==> config.mk <==
export PLATFORM = sky130hd
export DESIGN_NAME = vcr0_resource_registers
export DESIGN_NICKNAME = d
export VERILOG_FILES = /design/src/design/vcr0_pkg.sv /design/src/design/vcr0_table_loader.sv /design/src/design/vcr0_resource_registers.sv
export VERILOG_INCLUDE_DIRS = /design/src /design/src/design
export SDC_FILE = /design/constraint.sdc
export NUM_CORES = 1
export LEC_CHECK = 0
export BUFFER_PORTS_ARGS = -buffer_cell sky130_fd_sc_hd__buf_4
export CORE_MARGIN = 3
export CORE_UTILIZATION = 55
export CTS_CLUSTER_SIZE = 30
export DETAILED_ROUTE_END_ITERATION = 8
export HOLD_SLACK_MARGIN = 0.02
export PLACE_DENSITY = 0.73
export SLEW_MARGIN = 20
export SYNTH_ARGS = -nofsm -noshare
export SYNTH_HDL_FRONTEND = slang
export SYNTH_SLANG_ARGS = --single-unit
export TNS_END_PERCENT = 100
==> constraint.sdc <==
create_clock -name core_clk -period 29.7 [get_ports core_clk]
set_input_delay 8.91 -clock core_clk [delete_from_list [all_inputs] [get_ports core_clk]]
set_output_delay 8.91 -clock core_clk [all_outputs]
set_load 0.005 [all_outputs]
==> src/design/vcr0_cfg.svh <==
// Offsets, field positions, reset values and sizes of the channel 0 resource registers.
`ifndef VCR0_CFG_SVH
`define VCR0_CFG_SVH

`define VCR0_ADDR_W 12
`define VCR0_OFF_CAP 12'h150
`define VCR0_OFF_CTRL 12'h154
`define VCR0_OFF_STAT 12'h158

`define VCR0_CAP_ARB_LO 0
`define VCR0_CAP_ARB_HI 7
`define VCR0_CAP_ARB_VAL 8'h09
`define VCR0_CAP_ADVSW_BIT 14
`define VCR0_CAP_SNOOP_BIT 15
`define VCR0_CAP_SLOTS_LO 16
`define VCR0_CAP_SLOTS_HI 22
`define VCR0_CAP_SLOTS_VAL 7'h7F
`define VCR0_CAP_TBL_LO 24
`define VCR0_CAP_TBL_HI 31
`define VCR0_CAP_TBL_VAL 8'h04

`define VCR0_CTRL_MAP_LO 0
`define VCR0_CTRL_MAP_HI 7
`define VCR0_CTRL_MAP_RST 8'hFF
`define VCR0_CTRL_LOAD_BIT 16
`define VCR0_CTRL_SEL_LO 17
`define VCR0_CTRL_SEL_HI 19
`define VCR0_CTRL_SEL_RST 3'h0
`define VCR0_CTRL_ID_LO 24
`define VCR0_CTRL_ID_HI 26
`define VCR0_CTRL_ID_VAL 3'h0
`define VCR0_CTRL_EN_BIT 31
`define VCR0_CTRL_EN_RST 1'h1

`define VCR0_STAT_TBL_BIT 16
`define VCR0_STAT_NEG_BIT 17

`define VCR0_SCHEME_DEFAULT 3'h0
`define VCR0_SCHEME_WEIGHTED 3'h3

`define VCR0_PHASES 128
`define VCR0_PHASE_W 7
`define VCR0_ENTRY_W 4
`define VCR0_LAST_PHASE 7'h7F

`endif

==> src/design/vcr0_pkg.sv <==
// Types shared by the channel 0 resource register bank and its table loader.
`include "vcr0_cfg.svh"

package vcr0_pkg;

    typedef enum logic [1:0] {
        VCR0_LD_IDLE,
        VCR0_LD_COPY,
        VCR0_LD_DONE
    } vcr0_load_state_t;

    typedef logic [`VCR0_ENTRY_W-1:0] vcr0_entry_t;

    typedef struct packed {
        vcr0_load_state_t state;
        logic [`VCR0_PHASE_W-1:0] index;
        vcr0_entry_t [`VCR0_PHASES-1:0] entries;
        vcr0_entry_t activeEntry;
        logic loadDone;
    } vcr0_loader_state_t;

    typedef struct packed {
        logic [7:0] trafficClassChannelMap;
        logic [2:0] arbSelect;
        logic channelEnable;
        logic tableStatus;
        logic negotiationPending;
        logic loadStart;
        logic [31:0] prdata;
        logic pslverr;
    } vcr0_reg_state_t;

endpackage

==> src/design/vcr0_table_loader.sv <==
// Copies the programmed port arbitration table into the active table used by the arbiter.
`timescale 1ns/1ps
`default_nettype none
`include "vcr0_cfg.svh"

module vcr0_table_loader
    import vcr0_pkg::*;
(
    input wire logic core_clk,
    input wire logic rst,
    input wire logic loadStart,
    output logic [`VCR0_PHASE_W-1:0] tableRdAddr,
    input wire logic [`VCR0_ENTRY_W-1:0] tableRdData,
    input wire logic [`VCR0_PHASE_W-1:0] arbPhase,
    output logic [`VCR0_ENTRY_W-1:0] activeEntry,
    output logic busy,
    output logic loadDone
);

    vcr0_loader_state_t cur;
    vcr0_loader_state_t next_cur;

    // The programmed table is read combinationally at the walking index.
    assign tableRdAddr = cur.index;
    assign busy = (cur.state == VCR0_LD_COPY);
    assign activeEntry = cur.activeEntry;
    assign loadDone = cur.loadDone;

    always_comb
    begin
        next_cur = cur;
        next_cur.loadDone = 1'b0;
        // Arbiter lookup reads the active table, one entry of four bits per phase.
        next_cur.activeEntry = cur.entries[arbPhase]; // [RULE_16]
        case (cur.state)
            VCR0_LD_IDLE:
            begin
                if (loadStart)
                begin
                    next_cur.index = '0;
                    next_cur.state = VCR0_LD_COPY;
                end
            end
            VCR0_LD_COPY:
            begin
                next_cur.entries[cur.index] = tableRdData; // [RULE_16]
                next_cur.index = cur.index + 1'b1;
                if (cur.index == `VCR0_LAST_PHASE)
                begin
                    next_cur.state = VCR0_LD_DONE;
                end
            end
            VCR0_LD_DONE:
            begin
                next_cur.loadDone = 1'b1; // [RULE_14]
                next_cur.index = '0;
                next_cur.state = VCR0_LD_IDLE;
            end
            default:
            begin
                next_cur.state = VCR0_LD_IDLE;
            end
        endcase
    end

    always_ff @(posedge core_clk or posedge rst)
    begin
        if (rst)
        begin
            cur <= '0;
        end
        else
        begin
            cur <= next_cur;
        end
    end

endmodule
`default_nettype wire

==> src/design/vcr0_resource_registers.sv <==
// APB register bank for the channel 0 resource: capability, control and status.
//
// Functional notes
// [RULE_01] Capability bits 7:0 read 09h: fixed round robin and 128-phase weighted round robin.
// [RULE_02] Time-based weighted round robin is never accepted on channel zero.
// [RULE_03] Capability bit 14, advanced switching only, reads zero.
// [RULE_04] Capability bit 15, snoop rejection, reads zero.
// [RULE_05] Capability bits 22:16 read maximum time slots minus one, 7Fh.
// [RULE_06] Capability bits 31:24 read table offset 04h in sixteen byte units.
// [RULE_07] Control bits 7:0 hold the traffic class map, reset FFh.
// [RULE_08] Serial management or autoload may replace the traffic class map default.
// [RULE_09] Writing one to control bit 16 loads the table; it reads zero.
// [RULE_10] Select field 19:17 accepts 000b or 011b; others act as default.
// [RULE_11] Control bits 26:24 read the channel identifier, 000b.
// [RULE_12] Control bit 31 enables channel zero, reset one.
// [RULE_13] Status bit 16 sets whenever software writes any table entry.
// [RULE_14] Status bit 16 clears when the hardware table load finishes.
// [RULE_15] Status bit 17 is set while negotiation is in progress.
// [RULE_16] Arbitration table entries are four bits wide.
// [RULE_17] Reserved fields read zero and ignore writes.
`timescale 1ns/1ps
`default_nettype none
`include "vcr0_cfg.svh"

module vcr0_resource_registers
    import vcr0_pkg::*;
(
    input wire logic core_clk,
    input wire logic rst,
    input wire logic psel,
    input wire logic penable,
    input wire logic pwrite,
    input wire logic [`VCR0_ADDR_W-1:0] paddr,
    input wire logic [31:0] pwdata,
    input wire logic [3:0] pstrb,
    output logic [31:0] prdata,
    output logic pready,
    output logic pslverr,
    input wire logic mapLoadValid,
    input wire logic [7:0] mapLoadValue,
    input wire logic tableEntryWritten,
    output logic [`VCR0_PHASE_W-1:0] tableRdAddr,
    input wire logic [`VCR0_ENTRY_W-1:0] tableRdData,
    input wire logic [`VCR0_PHASE_W-1:0] arbPhase,
    output logic [`VCR0_ENTRY_W-1:0] activeEntry,
    output logic tableLoading,
    input wire logic negotiationStart,
    input wire logic negotiationDone,
    output logic [7:0] trafficClassChannelMap,
    output logic [2:0] arbScheme,
    output logic channelEnable,
    output logic negotiationPending
);

    vcr0_reg_state_t cur;
    vcr0_reg_state_t next_cur;

    logic [31:0] writeMask;
    logic [31:0] maskedData;
    logic setupPhase;
    logic accessWrite;
    logic hitCap;
    logic hitCtrl;
    logic hitStat;
    logic mapped;
    logic loaderBusy;
    logic loaderDone;
    logic [31:0] capWord;
    logic [31:0] ctrlWord;
    logic [31:0] statWord;
    logic [2:0] writtenSelect;

    // Only the encodings valid on this channel pass; the rest select the default.
    function automatic logic [2:0] legal_scheme(input logic [2:0] sel);
        logic [2:0] result;
        result = `VCR0_SCHEME_DEFAULT;
        if (sel == `VCR0_SCHEME_WEIGHTED)
        begin
            result = `VCR0_SCHEME_WEIGHTED;
        end
        return result;
    endfunction

    // Byte strobes widen to a per-bit write mask.
    genvar bitIdx;
    generate
        for (bitIdx = 0; bitIdx < 32; bitIdx = bitIdx + 1)
        begin : g_mask
            assign writeMask[bitIdx] = pstrb[bitIdx / 8];
        end
    endgenerate

    assign maskedData = pwdata & writeMask;
    assign setupPhase = psel & ~penable;
    assign accessWrite = psel & penable & pwrite;
    assign hitCap = (paddr == `VCR0_OFF_CAP);
    assign hitCtrl = (paddr == `VCR0_OFF_CTRL);
    assign hitStat = (paddr == `VCR0_OFF_STAT);
    assign mapped = hitCap | hitCtrl | hitStat;

    // Capability word: constants only, reserved bits zero.
    always_comb
    begin
        capWord = '0;
        capWord[`VCR0_CAP_ARB_HI:`VCR0_CAP_ARB_LO] = `VCR0_CAP_ARB_VAL; // [RULE_01]
        capWord[`VCR0_CAP_ADVSW_BIT] = 1'b0; // [RULE_03]
        capWord[`VCR0_CAP_SNOOP_BIT] = 1'b0; // [RULE_04]
        capWord[`VCR0_CAP_SLOTS_HI:`VCR0_CAP_SLOTS_LO] = `VCR0_CAP_SLOTS_VAL; // [RULE_05]
        capWord[`VCR0_CAP_TBL_HI:`VCR0_CAP_TBL_LO] = `VCR0_CAP_TBL_VAL; // [RULE_06]
    end

    // Control word: the load bit always reads zero, reserved bits zero.
    always_comb
    begin
        ctrlWord = '0; // [RULE_17]
        ctrlWord[`VCR0_CTRL_MAP_HI:`VCR0_CTRL_MAP_LO] = cur.trafficClassChannelMap; // [RULE_07]
        ctrlWord[`VCR0_CTRL_LOAD_BIT] = 1'b0; // [RULE_09]
        ctrlWord[`VCR0_CTRL_SEL_HI:`VCR0_CTRL_SEL_LO] = cur.arbSelect;
        ctrlWord[`VCR0_CTRL_ID_HI:`VCR0_CTRL_ID_LO] = `VCR0_CTRL_ID_VAL; // [RULE_11]
        ctrlWord[`VCR0_CTRL_EN_BIT] = cur.channelEnable; // [RULE_12]
    end

    // Status word.
    always_comb
    begin
        statWord = '0; // [RULE_17]
        statWord[`VCR0_STAT_TBL_BIT] = cur.tableStatus;
        statWord[`VCR0_STAT_NEG_BIT] = cur.negotiationPending; // [RULE_15]
    end

    assign writtenSelect = maskedData[`VCR0_CTRL_SEL_HI:`VCR0_CTRL_SEL_LO];

    always_comb
    begin
        next_cur = cur;
        next_cur.loadStart = 1'b0;

        // Read data and error are captured in the setup cycle for the access cycle.
        if (setupPhase)
        begin
            next_cur.pslverr = ~mapped;
            if (pwrite | ~mapped)
            begin
                next_cur.prdata = '0;
            end
            else if (hitCap)
            begin
                next_cur.prdata = capWord;
            end
            else if (hitCtrl)
            begin
                next_cur.prdata = ctrlWord;
            end
            else
            begin
                next_cur.prdata = statWord;
            end
        end

        // A strap value from serial management or autoload replaces the map.
        if (mapLoadValid)
        begin
            next_cur.trafficClassChannelMap = mapLoadValue; // [RULE_08]
        end

        // Writes land at the access edge; capability and status are read-only.
        if (accessWrite & hitCtrl)
        begin
            if (pstrb[0])
            begin
                next_cur.trafficClassChannelMap =
                    maskedData[`VCR0_CTRL_MAP_HI:`VCR0_CTRL_MAP_LO]; // [RULE_07]
            end
            if (pstrb[2])
            begin
                // Anything other than 011b, time-based included, stores the default.
                next_cur.arbSelect = legal_scheme(writtenSelect); // [RULE_10] [RULE_02]
                if (maskedData[`VCR0_CTRL_LOAD_BIT] & ~loaderBusy)
                begin
                    next_cur.loadStart = 1'b1; // [RULE_09]
                end
            end
            if (pstrb[3])
            begin
                next_cur.channelEnable = maskedData[`VCR0_CTRL_EN_BIT]; // [RULE_12]
            end
        end

        // Table status: the finished load clears it, a new entry write wins.
        if (loaderDone)
        begin
            next_cur.tableStatus = 1'b0; // [RULE_14]
        end
        if (tableEntryWritten)
        begin
            next_cur.tableStatus = 1'b1; // [RULE_13]
        end

        // Negotiation pending: start wins over a completion in the same cycle.
        if (negotiationDone)
        begin
            next_cur.negotiationPending = 1'b0; // [RULE_15]
        end
        if (negotiationStart)
        begin
            next_cur.negotiationPending = 1'b1; // [RULE_15]
        end
    end

    always_ff @(posedge core_clk or posedge rst)
    begin
        if (rst)
        begin
            cur.trafficClassChannelMap <= `VCR0_CTRL_MAP_RST;
            cur.arbSelect <= `VCR0_CTRL_SEL_RST;
            cur.channelEnable <= `VCR0_CTRL_EN_RST;
            cur.tableStatus <= 1'b0;
            cur.negotiationPending <= 1'b0;
            cur.loadStart <= 1'b0;
            cur.prdata <= '0;
            cur.pslverr <= 1'b0;
        end
        else
        begin
            cur <= next_cur;
        end
    end

    vcr0_table_loader u_loader (
        .core_clk(core_clk),
        .rst(rst),
        .loadStart(cur.loadStart),
        .tableRdAddr(tableRdAddr),
        .tableRdData(tableRdData),
        .arbPhase(arbPhase),
        .activeEntry(activeEntry),
        .busy(loaderBusy),
        .loadDone(loaderDone)
    );

    // Access cycle always completes in one cycle; data was prepared in setup.
    assign pready = 1'b1;
    assign prdata = cur.prdata;
    assign pslverr = cur.pslverr & psel & penable;
    assign trafficClassChannelMap = cur.trafficClassChannelMap;
    assign arbScheme = cur.arbSelect;
    assign channelEnable = cur.channelEnable;
    assign negotiationPending = cur.negotiationPending;
    assign tableLoading = loaderBusy | cur.loadStart;

endmodule
`default_nettype wire

==> results.sh <==
export IMPL_maxSlewViolCount=0
export IMPL_clock_sinks=553
export IMPL_setup_viol=0
export IMPL_grt_max_degree=182
export IMPL_h_tree_depth=2
export IMPL_die_h_um=223
export IMPL_initial_core_util_pct=56.2
export IMPL_die_area_um2=49500
export IMPL_dr_first_iter_drc_count=1218
export IMPL_powerDensity_nw_per_um2=56.0
export IMPL_die_width_um=223
export IMPL_post_place_ws_ns=11.47
export IMPL_fin_crit_ns=18.22
export IMPL_ir_worst_vdd_uv=47.8
export IMPL_tns_ns=0
export IMPL_ant_nets=0
export IMPL_rsz0062_at_grt="false"
export IMPL_cp_max_fo=3
export IMPL_first_pass_iters=6
export IMPL_cts_buffers=56
export IMPL_max_cap_violations=0
export IMPL_cts_resized=0
export IMPL_min_from="cur[35]"
export IMPL_ys_seq_elements=553
export IMPL_grt_pass1_wl_um=93600
export IMPL_skew_ns=0.0202
export IMPL_startpoint_type="input port"
export IMPL_wl_per_cell_um=25.3
export IMPL_clk_latency_ns=0.62
export IMPL_dpl_cell_area_um2=26700
export IMPL_final_area_um2=28500
export IMPL_rows=78
export IMPL_grt_overflow_total=0
export IMPL_syn_inst=1693
export IMPL_synth_cell_type_count=40
export IMPL_cp_end_kind="output port"
export IMPL_clk_path_buf_depth=3
export IMPL_place_hpwl_um=38000
export IMPL_crit_chain="buf_4 -> and3_1 -> buf_4"
export IMPL_syn_area_per_cell_um2=15.2
export IMPL_leakagePower_uw=0.0126
export IMPL_cts_setup_buffers=0
export IMPL_finalWorstSetupSlack_ns=11.48
export IMPL_fin_crit_sh_pct=61.4
export IMPL_grt_pass1_vias=15517
export IMPL_gp_congestion=0.820
export IMPL_ys_seq_area_share_pct=53.7
export IMPL_cpMostUsedCell="buf_4"
export IMPL_syn_to_final_growth_pct=10.5
export IMPL_root_buffer="clkbuf_16"
export IMPL_syn_area_um2=25800
export IMPL_cts_tree="yes"
export IMPL_relSlewSlack_pct=27.3
export IMPL_outcome="finished, final reports clean"
export IMPL_hold_viol=0
export IMPL_critPathBufInv=2
export IMPL_vias=14627
export IMPL_nets=1793
export IMPL_drt_wl_total_um=59600
export IMPL_r2r_start="u_loader.cur[524]"
export IMPL_total_power_uw=1600
export IMPL_post_route_drc_count=0
export IMPL_fill_cells=3416
export IMPL_path_class="in2out"
export IMPL_crit_required_ns=20.79
export IMPL_ys_dominant_reg_cell="dfrtp_1"
export IMPL_core_um2=45900
export IMPL_ys_warn_count=0
export IMPL_fin_util_pct=62.1
export IMPL_synth_edf_count=0
export IMPL_cp_arrival_ns=9.31
export IMPL_crit_family="buffers and inverters"
export IMPL_holdBufCountCts=0
export IMPL_fmax_mhz=54.9
export IMPL_vias_per_cell=6.20
export IMPL_min_path_type="reg2reg"
export IMPL_layout_drive_gt1_share_pct=52.4
export IMPL_async_flop_share_pct=100
export IMPL_cp_slowest_cell="and3_1"
export IMPL_io_buffers=97
export IMPL_num_io_pins=135
export IMPL_cp_slowest_stage_delay_ns=0.16
export IMPL_grt_usage_pct=24.5
export IMPL_antenna_found_initial=3
export IMPL_worst_pin_slew_ns=1.09
export IMPL_startpoint="penable"
export IMPL_path_clk_slew_ns=0.06
==> through the flow <==
step	std cells	hold slack, ns
6_report	2359	0.482
5_1_grt	2358	0.508
4_1_cts	2357	0.488
3_5_place_dp	2257	0.474
3_3_place_gp	2257	0.467
2_1_floorplan	1708	0.443
==> final timing paths <==
kind / end / cells after the start / slack, ns
max: pslverr / 3 / 11.48
min: cur[35] / 1 / 0.48
min reg2reg: cur[35] / 1 / 0.48
max in group asynchronous: u_loader.cur[52] / 4 / 18.88
max reg2reg: u_loader.cur[19] / 5 / 26.68
min in group asynchronous: prdata[4] / 2 / 8.52
==> power by group <==
| group | internal, µW | switching (µW) |
|---|---|---|
| clock | 405 | 293 |
| sequential | 774 | 10.8 |
| combinational | 54.6 | 58.0 |
| total | 1230 | 361 |
==> per-layer routing <==
layer / GRT usage, % / vias to the layer above / wire length (µm)
li1: - / 6240 / -
met1: 34.9 / 7892 / 25600
met2: 38.7 / 397 / 28600
met3: 5.30 / 94 / 3890
met4: 6.75 / 4 / 1380
met5: 0 / - / 31
==> layout by cell type (no fill, tap or decap), types with 2 or more instances in the layout <==
cell         n
clkbuf_1    17
a21o_1       2
a22o_1       9
nand4b_1     2
nand2b_1     8
dfrtp_1    544
mux4_2     168
inv_1        2
inv_6        2
nor3_1      10
or4b_2       2
bufinv_16    3
nor2_1      83
clkbuf_16   57
nand3_1      9
buf_4      118
nand4_1      3
mux2_2     535
dfstp_2      9
nor2b_1     10
nand2_1     87
conb_1      17
clkinv_2     9
o21ai_0     14
a31oi_1      2
clkbuf_8    12
and3_1       2
and3b_1      2
==> state kept, by name, indices dropped and copies added, names as in the netlist <==
| name | count |
|---|---|
| u_loader.loadDone | 1 |
| channelEnable | 1 |
| u_loader.tableRdAddr | 7 |
| u_loader.cur | 514 |
| prdata | 13 |
| trafficClassChannelMap | 8 |
| u_loader.activeEntry | 4 |
| negotiationPending | 1 |
| cur | 3 |
| arbScheme | 1 |
==> kinds of logic (layout without fill, tap and decap cells) <==
group,count (synthesis),in the layout,share of synthesized area [%]
multiplexers,703,703,38.0
adder cells (fa/ha/maj),1,1,0.0485
AO/OA/AOI/OAI,35,35,0.927
buffers and inverters,174,224,3.43
AND/OR/NAND/NOR,225,225,3.80
flip-flops,553,553,53.7
other,2,18,0.0291
==> cell usage after synthesis, types with 3 or more instances <==
master      n  share of area [%]
buf_2      11               0.21
nand4_1     3              0.073
nand3_1     9               0.17
dfstp_2     9               0.92
inv_1       3              0.044
o21ai_0    14               0.27
dfrtp_1   544                 53
buf_4      58                1.7
nand2_1    87                1.3
nor2b_1    10               0.24
mux2_2    535                 23
a22o_1      9               0.31
clkbuf_1   94                1.4
buf_1       8               0.12
mux4_2    168                 15
nor3_1     10               0.19
nor2_1     83                1.2
nand2b_1    8               0.19
==> layout make-up <==
cell class                 instances  area, µm²  area share [%]
antenna                            1       2.50         0.00878
clock buffer                      85       1640            5.76
clock inverter                    15        161           0.567
inverter                           3       18.8          0.0659
multi-input combinational        981      11100            39.0
sequential                       553      13800            48.6
tap                              600        751            2.64
timing repair buffer             121        947            3.32
(Power assumes the default switching activity.)
